--- src/hw/hsp_pkg.sv ---
package hsp_pkg;
	// reference and fabric clock rates
	localparam int SYS_CLK_MHZ      = 40;
	localparam int REF_CLK_MHZ      = 25;

	// strap settle time after reset release, a least time, rounded up
	localparam int STRAP_SETTLE_NS  = 500;
	localparam int STRAP_SETTLE_CYC = (STRAP_SETTLE_NS * SYS_CLK_MHZ + 999) / 1000;

	// overcurrent sense period (rounded down) and release window (rounded up)
	localparam int SENSE_PERIOD_NS  = 10000;
	localparam int SENSE_PERIOD_CYC = (SENSE_PERIOD_NS * SYS_CLK_MHZ) / 1000;
	localparam int SENSE_WIN_NS     = 200;
	localparam int SENSE_WIN_CYC    = (SENSE_WIN_NS * SYS_CLK_MHZ + 999) / 1000;
	localparam int CNT_W            = 9;

	localparam int PORT_COUNT       = 2;

	// synchroniser bit positions of the pin inputs
	localparam int SYNC_W           = 8;
	localparam int SB_CHIP_RST      = 0;
	localparam int SB_ROM_SEL       = 1;
	localparam int SB_MGMT_CLK      = 2;
	localparam int SB_MGMT_DAT      = 3;
	localparam int SB_ROM_DIN       = 4;
	localparam int SB_PORT1         = 5;
	localparam int SB_PORT2         = 6;
	localparam int SB_GANG          = 7;

	// reset values of captured straps
	localparam logic RST_SMBUS_MODE = 1'b0;
	localparam logic RST_FIXED_CNT  = 1'b0;
	localparam logic RST_CHARGE_EN  = 1'b0;
	localparam logic RST_GANG_MODE  = 1'b0;

	typedef enum logic [1:0] {
		HSP_ST_HOLD,
		HSP_ST_SETTLE,
		HSP_ST_RUN
	} hsp_state_t;
endpackage

--- src/hw/hsp_pin_ctl.sv ---
`timescale 1ns/1ps
// What this block does
// RULE1: latch straps at power-on and reset release
// RULE2: power pin high means port on
// RULE3: released power pin reads overcurrent
// RULE4: rom select low only during rom access
// RULE5: clock pin: rom clock or open-drain bus
// RULE6: data pin: rom data or bus data
// RULE7: data-in pin: rom data or general io
// RULE8: rom select strap sets fixed port count
// RULE9: data-in strap enables battery charging
// RULE10: chip reset held keeps device in reset
// RULE11: gang strap high: one shared power pin
// RULE12: runs from 25 MHz reference clock; the block is clocked by sys_clk and timed at SYS_CLK_MHZ = 40
// RULE13: pull-ups on clock, data pick bus mode
// RULE14: pins drive only after straps captured
module hsp_pin_ctl (
	input  wire logic                          sys_clk,
	input  wire logic                          reset_n,
	input  wire logic                          chip_reset_n,
	input  wire logic                          rom_select_n_i,
	output logic                               rom_select_n_o,
	output logic                               rom_select_n_oe,
	input  wire logic                          mgmt_bus_clock_i,
	output logic                               mgmt_bus_clock_o,
	output logic                               mgmt_bus_clock_oe,
	input  wire logic                          mgmt_bus_data_i,
	output logic                               mgmt_bus_data_o,
	output logic                               mgmt_bus_data_oe,
	input  wire logic                          rom_serial_in_i,
	output logic                               rom_serial_in_o,
	output logic                               rom_serial_in_oe,
	input  wire logic                          port1_power_ctl_oc_i,
	output logic                               port1_power_ctl_oc_o,
	output logic                               port1_power_ctl_oc_oe,
	input  wire logic                          port2_power_ctl_oc_i,
	output logic                               port2_power_ctl_oc_o,
	output logic                               port2_power_ctl_oc_oe,
	input  wire logic                          shared_power_select_i,
	output logic                               shared_power_select_o,
	output logic                               shared_power_select_oe,
	input  wire logic                          rom_access,
	input  wire logic                          rom_clk,
	input  wire logic                          rom_mosi,
	output logic                               rom_miso,
	input  wire logic                          mgmt_clock_pull_low,
	input  wire logic                          mgmt_data_pull_low,
	output logic                               mgmt_clock_in,
	output logic                               mgmt_data_in,
	input  wire logic                          general_io_a_out,
	input  wire logic                          general_io_a_en,
	output logic                               general_io_a_in,
	input  wire logic                          general_io_d_out,
	input  wire logic                          general_io_d_en,
	output logic                               general_io_d_in,
	input  wire logic [hsp_pkg::PORT_COUNT-1:0] port_power_req,
	input  wire logic [hsp_pkg::PORT_COUNT-1:0] port_oc_clear,
	output logic      [hsp_pkg::PORT_COUNT-1:0] port_overcurrent,
	output logic                               in_reset,
	output logic                               smbus_mode,
	output logic                               fixed_port_count,
	output logic                               charging_enable,
	output logic                               gang_mode
);
	localparam logic [hsp_pkg::CNT_W-1:0] SETTLE_LAST = hsp_pkg::CNT_W'(hsp_pkg::STRAP_SETTLE_CYC - 1);

	logic [hsp_pkg::SYNC_W-1:0] sync_s;
	hsp_pkg::hsp_state_t        state_q;
	hsp_pkg::hsp_state_t        state_d;
	logic [hsp_pkg::CNT_W-1:0]  settle_q;
	logic [hsp_pkg::CNT_W-1:0]  settle_d;
	logic                       smbus_mode_q;
	logic                       fixed_cnt_q;
	logic                       charge_en_q;
	logic                       gang_mode_q;

	// every pin input is synchronised before use
	hsp_sync #(
		.W (hsp_pkg::SYNC_W)
	) u_sync (
		.sys_clk  (sys_clk),
		.reset_n  (reset_n),
		.async_in ({shared_power_select_i, port2_power_ctl_oc_i, port1_power_ctl_oc_i, rom_serial_in_i,
			mgmt_bus_data_i, mgmt_bus_clock_i, rom_select_n_i, chip_reset_n}),
		.sync_out (sync_s)
	);

	wire chip_rst_n_s = sync_s[hsp_pkg::SB_CHIP_RST];
	wire rom_sel_s    = sync_s[hsp_pkg::SB_ROM_SEL];
	wire clk_s        = sync_s[hsp_pkg::SB_MGMT_CLK];
	wire dat_s        = sync_s[hsp_pkg::SB_MGMT_DAT];
	wire din_s        = sync_s[hsp_pkg::SB_ROM_DIN];
	wire gang_s       = sync_s[hsp_pkg::SB_GANG];

	// strap capture happens on the last settle cycle; settle counts in sys_clk cycles
	wire capture = (state_q == hsp_pkg::HSP_ST_SETTLE) && (settle_q == SETTLE_LAST); // [RULE12]
	wire run     = (state_q == hsp_pkg::HSP_ST_RUN);
	wire spi_run = run & ~smbus_mode_q;
	wire smb_run = run & smbus_mode_q;

	// reset sequencer: hold while chip reset is low, settle, capture, run
	always_comb
	begin
		state_d  = state_q;
		settle_d = '0;
		case (state_q)
			hsp_pkg::HSP_ST_HOLD:
				if (chip_rst_n_s)
					state_d = hsp_pkg::HSP_ST_SETTLE;
			hsp_pkg::HSP_ST_SETTLE:
			begin
				settle_d = settle_q + 1'b1;
				if (capture)
					state_d = hsp_pkg::HSP_ST_RUN;
			end
			hsp_pkg::HSP_ST_RUN:
				state_d = hsp_pkg::HSP_ST_RUN;
			default:
				state_d = hsp_pkg::HSP_ST_HOLD;
		endcase
		if (!chip_rst_n_s)
		begin
			state_d  = hsp_pkg::HSP_ST_HOLD; // [RULE10]
			settle_d = '0;
		end
	end

	always_ff @(posedge sys_clk)
	begin
		if (!reset_n)
		begin
			state_q  <= hsp_pkg::HSP_ST_HOLD;
			settle_q <= '0;
			in_reset <= 1'b1;
		end
		else
		begin
			state_q  <= state_d;
			settle_q <= settle_d;
			// taken from the next state so the flag never lags the state register
			in_reset <= (state_d != hsp_pkg::HSP_ST_RUN); // [RULE10]
		end
	end

	// straps are caught after power-on release and after every chip reset release
	always_ff @(posedge sys_clk)
	begin
		if (!reset_n)
		begin
			smbus_mode_q <= hsp_pkg::RST_SMBUS_MODE;
			fixed_cnt_q  <= hsp_pkg::RST_FIXED_CNT;
			charge_en_q  <= hsp_pkg::RST_CHARGE_EN;
			gang_mode_q  <= hsp_pkg::RST_GANG_MODE;
		end
		else if (capture) // [RULE1]
		begin
			// pulled-up clock and data read high; anything else means rom mode
			smbus_mode_q <= clk_s & dat_s; // [RULE13]
			fixed_cnt_q  <= rom_sel_s; // [RULE8]
			charge_en_q  <= din_s; // [RULE9]
			gang_mode_q  <= gang_s; // [RULE11]
		end
	end

	// pin function mux; every enable is zero until run, so straps see no drive
	wire sel_o_d  = spi_run ? ~rom_access : general_io_a_out; // [RULE4]
	wire sel_oe_d = spi_run | (smb_run & general_io_a_en); // [RULE14]
	wire clk_o_d  = spi_run & rom_clk; // [RULE5]
	wire clk_oe_d = spi_run | (smb_run & mgmt_clock_pull_low); // [RULE5]
	wire dat_o_d  = spi_run & rom_mosi; // [RULE6]
	wire dat_oe_d = spi_run | (smb_run & mgmt_data_pull_low); // [RULE6]
	wire din_o_d  = smb_run & general_io_d_out; // [RULE7]
	wire din_oe_d = smb_run & general_io_d_en; // [RULE7]

	// registered pin stage keeps mode changes glitch free
	always_ff @(posedge sys_clk)
	begin
		if (!reset_n)
		begin
			rom_select_n_o    <= 1'b1;
			rom_select_n_oe   <= 1'b0;
			mgmt_bus_clock_o  <= 1'b0;
			mgmt_bus_clock_oe <= 1'b0;
			mgmt_bus_data_o   <= 1'b0;
			mgmt_bus_data_oe  <= 1'b0;
			rom_serial_in_o   <= 1'b0;
			rom_serial_in_oe  <= 1'b0;
		end
		else
		begin
			rom_select_n_o    <= sel_o_d;
			rom_select_n_oe   <= sel_oe_d;
			mgmt_bus_clock_o  <= clk_o_d;
			mgmt_bus_clock_oe <= clk_oe_d;
			mgmt_bus_data_o   <= dat_o_d;
			mgmt_bus_data_oe  <= dat_oe_d;
			rom_serial_in_o   <= din_o_d;
			rom_serial_in_oe  <= din_oe_d;
		end
	end

	// inputs back to the user side, already synchronised
	assign rom_miso         = din_s; // [RULE7]
	assign general_io_d_in  = din_s;
	assign general_io_a_in  = rom_sel_s;
	assign mgmt_clock_in    = clk_s;
	assign mgmt_data_in     = dat_s;
	assign smbus_mode       = smbus_mode_q;
	assign fixed_port_count = fixed_cnt_q;
	assign charging_enable  = charge_en_q;
	assign gang_mode        = gang_mode_q;

	// per-port power pins, idle in gang mode
	logic [hsp_pkg::PORT_COUNT-1:0] port_pin_s;
	logic [hsp_pkg::PORT_COUNT-1:0] port_o;
	logic [hsp_pkg::PORT_COUNT-1:0] port_oe;
	logic [hsp_pkg::PORT_COUNT-1:0] port_oc;
	logic                           gang_oc;

	assign port_pin_s = {sync_s[hsp_pkg::SB_PORT2], sync_s[hsp_pkg::SB_PORT1]};

	for (genvar i = 0; i < hsp_pkg::PORT_COUNT; i++)
	begin : g_port
		hsp_port_power u_port (
			.sys_clk     (sys_clk),
			.reset_n     (reset_n),
			.active      (run & ~gang_mode_q),
			.power_req   (port_power_req[i]),
			.oc_clear    (port_oc_clear[i]),
			.pin_in      (port_pin_s[i]),
			.pin_o       (port_o[i]),
			.pin_oe      (port_oe[i]),
			.overcurrent (port_oc[i])
		);
	end

	// one shared power pin serves all ports in gang mode
	hsp_port_power u_gang (
		.sys_clk     (sys_clk),
		.reset_n     (reset_n),
		.active      (run & gang_mode_q), // [RULE11]
		.power_req   (|port_power_req),
		.oc_clear    (|port_oc_clear),
		.pin_in      (gang_s),
		.pin_o       (shared_power_select_o),
		.pin_oe      (shared_power_select_oe),
		.overcurrent (gang_oc)
	);

	assign port1_power_ctl_oc_o  = port_o[0];
	assign port1_power_ctl_oc_oe = port_oe[0];
	assign port2_power_ctl_oc_o  = port_o[1];
	assign port2_power_ctl_oc_oe = port_oe[1];
	// a shared fault is reported on every port
	wire [hsp_pkg::PORT_COUNT-1:0] oc_report = gang_mode_q ? {hsp_pkg::PORT_COUNT{gang_oc}} : port_oc; // [RULE3]

	// fault status leaves through a flop, one cycle behind the sticky flags
	always_ff @(posedge sys_clk)
	begin
		if (!reset_n)
			port_overcurrent <= '0;
		else
			port_overcurrent <= oc_report; // [RULE11]
	end
endmodule

--- src/hw/hsp_port_power.sv ---
`timescale 1ns/1ps
// one power enable pin that doubles as overcurrent sense
module hsp_port_power (
	input  wire logic sys_clk,
	input  wire logic reset_n,
	input  wire logic active,
	input  wire logic power_req,
	input  wire logic oc_clear,
	input  wire logic pin_in,
	output logic      pin_o,
	output logic      pin_oe,
	output logic      overcurrent
);
	localparam logic [hsp_pkg::CNT_W-1:0] LAST = hsp_pkg::CNT_W'(hsp_pkg::SENSE_PERIOD_CYC - 1);
	localparam logic [hsp_pkg::CNT_W-1:0] WIN0 =
		hsp_pkg::CNT_W'(hsp_pkg::SENSE_PERIOD_CYC - hsp_pkg::SENSE_WIN_CYC);

	logic [hsp_pkg::CNT_W-1:0] cnt_q;
	logic [hsp_pkg::CNT_W-1:0] cnt_d;
	logic                      oc_d;
	wire                       power_on = active & power_req & ~overcurrent;
	wire                       sensing  = power_on & (cnt_q >= WIN0);
	// pin stays released for the whole window, so the synchronised level is settled by the end
	wire                       oc_evt   = sensing & (cnt_q == LAST) & ~pin_in; // [RULE3]

	assign cnt_d = (!power_on || cnt_q == LAST) ? '0 : cnt_q + 1'b1;
	assign oc_d  = (overcurrent & ~oc_clear) | oc_evt; // set wins over clear

	// drive high for on, low for off while active; release to sense or when inactive
	always_ff @(posedge sys_clk)
	begin
		if (!reset_n)
		begin
			cnt_q       <= '0;
			pin_o       <= 1'b0;
			pin_oe      <= 1'b0;
			overcurrent <= 1'b0;
		end
		else
		begin
			cnt_q       <= cnt_d;
			pin_o       <= power_on; // [RULE2]
			pin_oe      <= active & ~sensing; // [RULE2]
			overcurrent <= oc_d;
		end
	end
endmodule

--- src/hw/hsp_sync.sv ---
`timescale 1ns/1ps
// two-stage synchroniser for pin inputs; stage one feeds only stage two
module hsp_sync #(
	parameter int W = 1
) (
	input  wire logic         sys_clk,
	input  wire logic         reset_n,
	input  wire logic [W-1:0] async_in,
	output logic      [W-1:0] sync_out
);
	logic [W-1:0] meta_q;

	// plain flop pair, constant reset value
	always_ff @(posedge sys_clk)
	begin
		if (!reset_n)
		begin
			meta_q   <= '0;
			sync_out <= '0;
		end
		else
		begin
			meta_q   <= async_in;
			sync_out <= meta_q;
		end
	end
endmodule

--- config.mk ---
export PLATFORM = sky130hd
export DESIGN_NAME = hsp_pin_ctl
export DESIGN_NICKNAME = d
export VERILOG_FILES = /design/src/hw/hsp_pkg.sv /design/src/hw/hsp_pin_ctl.sv /design/src/hw/hsp_port_power.sv /design/src/hw/hsp_sync.sv
export SDC_FILE = /design/constraint.sdc
export NUM_CORES = 1
export LEC_CHECK = 0
export BUFFER_PORTS_ARGS = -buffer_cell sky130_fd_sc_hd__buf_2
export CORE_MARGIN = 4
export CORE_UTILIZATION = 40
export CTS_CLUSTER_DIAMETER = 30
export CTS_CLUSTER_SIZE = 30
export DETAILED_ROUTE_END_ITERATION = 6
export HOLD_SLACK_MARGIN = 0.03
export PLACE_DENSITY = 0.68
export SLEW_MARGIN = 10
export SYNTH_ARGS = -nofsm -noshare
export SYNTH_HDL_FRONTEND = slang
export SYNTH_HIERARCHICAL = 1
export SYNTH_SLANG_ARGS = --single-unit
--- constraint.sdc ---
create_clock -name sys_clk -period 2.2 [get_ports sys_clk]
set_input_delay 0.11 -clock sys_clk [delete_from_list [all_inputs] [get_ports sys_clk]]
set_output_delay 0.11 -clock sys_clk [all_outputs]
set_load 0.03 [all_outputs]
## Word level (Yosys, flattened, before mapping)

Index checks and enable logic that the tools add are counted.
W data, S select, Z words.

| storage, ports and cells | value |
|---|---|
| bits in registers | 78 |
| output and inout port bits | 26 |

| cells by class | value |
|---|---|
| muxes and demuxes | 5 |
| equality and inequality tests | 7 |
| reductions and logical operators | 14 |
| add/subtract/negate cells | 4 |
| bitwise logic cells | 55 |
| magnitude comparators | 3 |

Operator list:

| kind | count |
|---|---|
| $add A9 B1 Y9 const B | 4 |
| $and A1 B1 Y1 | 33 |
| $eq A9 B9 Y1 const B | 3 |
| $ge A9 B9 Y1 const B | 3 |
| $not A1 Y1 | 16 |
| $reduce_or A2 Y1 | 5 |
| $eq A9 B5 Y1 const B | 1 |
| $mux W2 | 3 |
| $or A1 B1 Y1 | 6 |
| $pmux W2 S3 | 1 |
| $logic_not A1 Y1 | 3 |
| $logic_or A1 B1 Y1 | 3 |
| $reduce_and A3 Y1 | 1 |
| $eq A2 B1 Y1 const B | 1 |
| $eq A2 B2 Y1 const B | 1 |
| $logic_not A2 Y1 | 1 |
| $ne A2 B2 Y1 const B | 1 |
| $logic_and A1 B1 Y1 | 1 |
| $mux W1 | 1 |

## Depth between registers and ports, before layout

| depth | value |
|---|---|
| depth after elaboration | 8 |
| depth in mapped cells | 6 |

## Modules after synthesis

Netlist, hierarchy kept.

By module, submodules not included:

| module | cells each | sequential area each (um^2) | area an instance (um^2) | times used |
|---|---|---|---|---|
| hsp_port_power | 62 | 240.2 | 545.5 | 3 |
| hsp_pin_ctl | 105 | 520.5 | 1022.2 | 1 |
| hsp_sync | 33 | 320.3 | 446.7 | 1 |

## Worst setup path before layout

No wires, ideal clock.

| timing | value |
|---|---|
| kind | flip-flop to flip-flop |
| start point | register settle_q[6] (netlist bit) |
| end point | register charge_en_q (netlist: charging_enable) |
| data required time | 2.128 ns |
| clock period less this slack | 1.538 ns |
| buffers on the path | 0 |
| cell stages (with the launch flop) | 4 |
| arrival | 1.467 ns |
| path slack | 0.662 ns |
| cell sequence | dfxtp_1 -> or4_4 -> nor4b_4 -> mux2i_1 |

| on the way | value |
|---|---|
| longest elaborated chain between the ends | 2 |

RTL lines:

| item | RTL line | text |
|---|---|---|
| start, declared | hsp_pin_ctl.sv:70 | `logic [hsp_pkg::CNT_W-1:0] settle_q;` |
| start signal, assigned | hsp_pin_ctl.sv:139 | `settle_q <= settle_d;` |
| $eq A9 B5 Y1 | hsp_pin_ctl.sv:96 | `wire capture = (state_q == hsp_pkg::HSP_ST_SETTLE) && (settle_q == SETTLE_LAST);` |
| $logic_and A1 B1 Y1 | hsp_pin_ctl.sv:96 |  |
| end signal, assigned | hsp_pin_ctl.sv:152 | `charge_en_q <= hsp_pkg::RST_CHARGE_EN;` |
| end signal, assigned | hsp_pin_ctl.sv:160 | `charge_en_q <= din_s;` |
| end, declared | hsp_pin_ctl.sv:74 | `logic charge_en_q;` |

Every way passes these cells.
A chain may end at the register's enable or synchronous reset.

## Worst setup path after layout

| timing | value |
|---|---|
| start point | register state_q[1] |
| end point | register u_gang/cnt_q[5] (netlist bit) |

| on the way | value |
|---|---|
| longest elaborated chain between the ends | 7 |

RTL lines:

| item | RTL line | text |
|---|---|---|
| start, declared | hsp_pin_ctl.sv:68 | `hsp_pkg::hsp_state_t state_q;` |
| start signal, assigned | hsp_pin_ctl.sv:132 | `state_q <= hsp_pkg::HSP_ST_HOLD;` |
| start signal, assigned | hsp_pin_ctl.sv:138 | `state_q <= state_d;` |
| $eq A2 B2 Y1 | hsp_pin_ctl.sv:97 | `wire run = (state_q == hsp_pkg::HSP_ST_RUN);` |
| $and A1 B1 Y1 | hsp_pin_ctl.sv:241 | `.active (run & gang_mode_q),` |
| $and A1 B1 Y1 (2 in series) | hsp_port_power.sv:21 | `wire power_on = active & power_req & ~overcurrent;` |
| $logic_not A1 Y1 | hsp_port_power.sv:26 | `assign cnt_d = (!power_on \|\| cnt_q == LAST) ? '0 : cnt_q + 1'b1;` |
| $logic_or A1 B1 Y1 | hsp_port_power.sv:26 |  |
| $reduce_or A2 Y1 (no source line) | n/a |  |
| end signal, assigned | hsp_port_power.sv:41 | `cnt_q <= cnt_d;` |
| end, declared | hsp_port_power.sv:18 | `logic [hsp_pkg::CNT_W-1:0] cnt_q;` |

Every way passes these cells.

==> impl_metrics.sql <==
INSERT INTO impl_metrics (metric_group, metric, value, unit) VALUES
('outcome', 'status', 'completed', ''),
('route', 'drt.antenna.violating_nets', '0', ''),
('sta', 'finClkSkew', '5.02', 'ps'),
('clocking', 'clock_tree_from_tritoncts', 'built', ''),
('floorplan', 'die_height', '96.1', 'microns'),
('global_route', 'wire_length_of_the_first_global_routing_pass', '10400', 'microns'),
('place', 'gp_routability_congestion', '0.826', ''),
('layout', 'fillerInstances', '668', ''),
('critical_path', 'path_max_fanout', '6', ''),
('place', 'placed_area', '0.00345', 'sq mm'),
('floorplan', 'placeableCoreArea', '0.00741', 'sq mm'),
('sta', 'worstMarginPinSlew', '544', 'ps'),
('worst_hold_path', 'hold_path.class', 'in -> reg', ''),
('floorplan', 'initial_utilization', '41.9', '%'),
('global_route', 'vias_in_the_first_global_route', '2334', ''),
('sta', 'setup_tns', '0', 'ps'),
('power_and_ir_drop', 'vdd_ir_drop_max', '0.501', 'mV'),
('critical_path', 'critical_path_arrival', '2070', 'ps'),
('clocking', 'worst_setup_hold_path_clk_slew', '80', 'ps'),
('critical_path', 'crit_path_end_kind', 'flip-flop', ''),
('route', 'routed-via-count', '2510', ''),
('flow_run', 'maxCapViolCount', '0', ''),
('logic_synthesis', 'avgSynthCellArea', '9.58', 'sq um'),
('global_route', 'maximum_number_of_pins_on_one_net_before_global_route_repair', '29', ''),
('clocking', 'postCtsSetupRepairBufs', '0', ''),
('route', 'route.detailed.wl_per_inst', '12.2', 'microns'),
('clocking', 'cts_inserted_buffers', '9', ''),
('logic_synthesis', 'edff_count_synth', '0', ''),
('route', 'vias_per_cell', '5.02', ''),
('layout', 'area_delta_synth_final', '23.4', '%'),
('route', 'firstDrtPassIters', '4', ''),
('floorplan', 'num_rows', '31', ''),
('power_and_ir_drop', 'pwr_density_cell', '720', 'mW/mm^2'),
('logic_synthesis', 'synthDistinctLibCells', '42', ''),
('floorplan', 'die_area', '0.00924', 'sq mm'),
('floorplan', 'design.portCount', '49', ''),
('sta', 'relSlewSlack', '63.4', '%'),
('sta', 'slew_violations', '0', ''),
('logic_synthesis', 'synth.cell_area', '0.00311', 'sq mm'),
('sta', 'rsz_0062_raised_after_global_routing', 'false', ''),
('layout', 'antenna_cells_inserted', '0', ''),
('global_route', 'grtUsageTotal', '14.5', '%'),
('logic_synthesis', 'synth-async-reset-ratio', '0', '%'),
('sta', 'time_the_worst_path_needs_with_i_o_delays_and_setup', '1800', 'ps'),
('layout', 'final_net_count', '426', ''),
('logic_synthesis', 'synthFlopType', 'sky130_fd_sc_hd__dfxtp_1', ''),
('clocking', 'h-tree-depth', '3', ''),
('global_route', 'grt_overflow', '0', ''),
('clocking', 'post_cts.resized_instances', '0', ''),
('clocking', 'root_buffer', 'sky130_fd_sc_hd__clkbuf_8', ''),
('logic_synthesis', 'synth_nets', '354', ''),
('critical_path', 'timing_worst_setup_path_type', 'reg -> reg', ''),
('power_and_ir_drop', 'p_leak', '1.45', 'nW'),
('clocking', 'cts_max_path_buffers', '2', ''),
('logic_synthesis', 'ys.warnings.count', '6', ''),
('critical_path', 'critPathLaunchType', 'flip-flop', ''),
('place', 'numPortBuffers', '48', ''),
('logic_synthesis', 'ys_seq_elements', '78', ''),
('global_route', 'grt_antenna_before_repair', '0', ''),
('sta', 'max_freq', '556', 'MHz'),
('critical_path', 'timing.critical_path.required', '2470', 'ps'),
('sta', 'setup_viol', '0', ''),
('route', 'postRouteWirelength', '6090', 'microns'),
('sta', 'final.period_utilization', '81.8', '%'),
('layout', 'fin_util', '51.7', '%'),
('logic_synthesis', 'yosysSeqAreaShare', '50.3', '%'),
('floorplan', 'die_width', '96.1', 'microns'),
('route', 'drt_drc_violations_left', '0', ''),
('sta', 'final_hold_viol_count', '0', ''),
('layout', 'drive_above_1_share', '22.2', '%'),
('logic_synthesis', 'post_synthesis_cells', '324', ''),
('clocking', 'insertion_delay', '340', 'ps'),
('layout', 'finalInstanceArea', '0.00383', 'sq mm'),
('route', 'drtIter0Drc', '97', ''),
('clocking', 'cts.sinks', '78', ''),
('place', 'dp_hpwl', '4230', 'microns');
-- sequential cells by signal, indices dropped and copies added (netlist names), 2 cells and up --
name,count
g_port.u_port/cnt_q,18
g_port.u_port/overcurrent,2
g_port.u_port/pin_o,2
g_port.u_port/pin_oe,2
port_overcurrent,2
settle_q,9
state_q,2
u_gang/cnt_q,9
u_sync/meta_q,8
u_sync/sync_out,8
-- cells in the mapped netlist, drive strengths merged, types with 2 or more instances --
master  instances  area, sq um
a21boi          2         15.0
a21oi          19         95.1
a311o           3         30.0
a31oi           6         37.5
and2           19          134
and3            5         31.3
and4b           3         30.0
buf             3         30.0
dfxtp          78         1560
ha              7         87.6
inv            22         82.6
mux2i           4         40.0
nand2          26         97.6
nand2b          9         56.3
nand3          12         60.1
nand3b          3         22.5
nand4           7         43.8
nand4b          7         61.3
nor2           18         67.6
nor3b           3         22.5
o211ai          6         45.0
o21ai          17         85.1
o311ai          4         35.0
o31ai           3         22.5
or2             2         12.5
or3            19          139
or4             4         33.8
xnor2           4         35.0
xor2            2         17.5
-- worst paths after layout --
| path | from | to | slack, ps | cells past startpoint |
|---|---|---|---|---|
| min | rom_access | rom_select_n_o$_SDFF_PN1_ | 50 | 2 |
| max reg2reg | state_q[1]$_SDFF_PN0_ | u_gang/cnt_q[5]$_SDFF_PP0_ | 400 | 6 |
| min reg2reg | u_sync/meta_q[4]$_SDFF_PN0_ | u_sync/sync_out[4]$_SDFF_PN0_ | 440 | 1 |
| max | state_q[1]$_SDFF_PN0_ | u_gang/cnt_q[5]$_SDFF_PP0_ | 400 | 6 |
-- final cells by class --
type,instances,area (sq um),share of cell area [%]
Timing Repair Buffer,65,405,10.6
Clock inverter,7,113,2.94
Inverter,22,82.6,2.15
Multi-Input combinational cell,220,1420,37.1
Sequential cell,78,1560,40.7
Tap cell,99,124,3.23
Clock buffer,9,124,3.23
-- per-stage QoR --
stage | setup slack [ps] | hold WS (ps) | cells | power [mW]
6_report | 400 | 53.3 | 500 | 2.76
5_1_grt | 215 | 76.4 | 500 | 2.88
4_1_cts | 411 | 39.0 | 500 | 2.80
3_5_place_dp | 434 | 334 | 469 | 1.53
3_3_place_gp | 488 | 329 | 469 | 1.53
2_1_floorplan | 662 | 244 | 324 | 1.50
-- repair_timing --
item,CTS,global route
hold buffers,15,0
setup endpoints to repair,0,0
hold endpoints to repair,15,0
-- cell families (layout without fill, tap and decap cells) --
logic type	after synthesis	count (layout)	share of synthesized area [%]
compound gates	63	63	12.6
xor+xnor	6	6	1.69
fa+ha+maj	7	7	2.82
buf+inv	26	103	3.87
flops	78	78	50.3
mux	4	4	1.29
simple gates	140	140	27.5
-- placed cells by master (no fill, tap or decap), types with 5 or more instances in the layout --
| master | count |
|---|---|
| sky130_fd_sc_hd__nand2_1 | 26 |
| sky130_fd_sc_hd__and3_1 | 5 |
| sky130_fd_sc_hd__or3_1 | 12 |
| sky130_fd_sc_hd__inv_1 | 22 |
| sky130_fd_sc_hd__dlygate4sd3_1 | 15 |
| sky130_fd_sc_hd__and2_2 | 12 |
| sky130_fd_sc_hd__o211ai_1 | 6 |
| sky130_fd_sc_hd__ha_1 | 7 |
| sky130_fd_sc_hd__nor2_1 | 18 |
| sky130_fd_sc_hd__nand4b_1 | 7 |
| sky130_fd_sc_hd__and2_1 | 7 |
| sky130_fd_sc_hd__nand4_1 | 7 |
| sky130_fd_sc_hd__nand2b_1 | 9 |
| sky130_fd_sc_hd__clkbuf_8 | 9 |
| sky130_fd_sc_hd__o21ai_0 | 14 |
| sky130_fd_sc_hd__a21oi_1 | 19 |
| sky130_fd_sc_hd__buf_2 | 48 |
| sky130_fd_sc_hd__a31oi_1 | 6 |
| sky130_fd_sc_hd__dfxtp_1 | 78 |
| sky130_fd_sc_hd__nand3_1 | 12 |
-- critical path, stage by stage (launching register included) --
cell                       delay (ps)
sky130_fd_sc_hd__dfxtp_1          450
sky130_fd_sc_hd__nor2b_1          320
sky130_fd_sc_hd__and2_1           220
sky130_fd_sc_hd__nand4b_1         260
sky130_fd_sc_hd__inv_1            160
sky130_fd_sc_hd__o31ai_1          140
sky130_fd_sc_hd__a21oi_1          160
-- power breakdown --
group / internal, mW / leakage (nW) / total (mW) / switching, mW
clock network: 0.747 / 0.119 / 1.24 / 0.494
logic: 0.0504 / 0.700 / 0.0882 / 0.0378
registers: 1.43 / 0.632 / 1.43 / 0.00514
total: 2.22 / 1.45 / 2.76 / 0.537
-- layer usage --
layer	GRT usage (%)	up-vias	wire length, microns
li1	-	1294	-
met1	17.6	1140	2800
met2	23.2	68	2830
met3	5.79	8	368
met4	5.21	0	82
met5	0	-	0
Note: power is estimated with default switching activity, not from simulation.
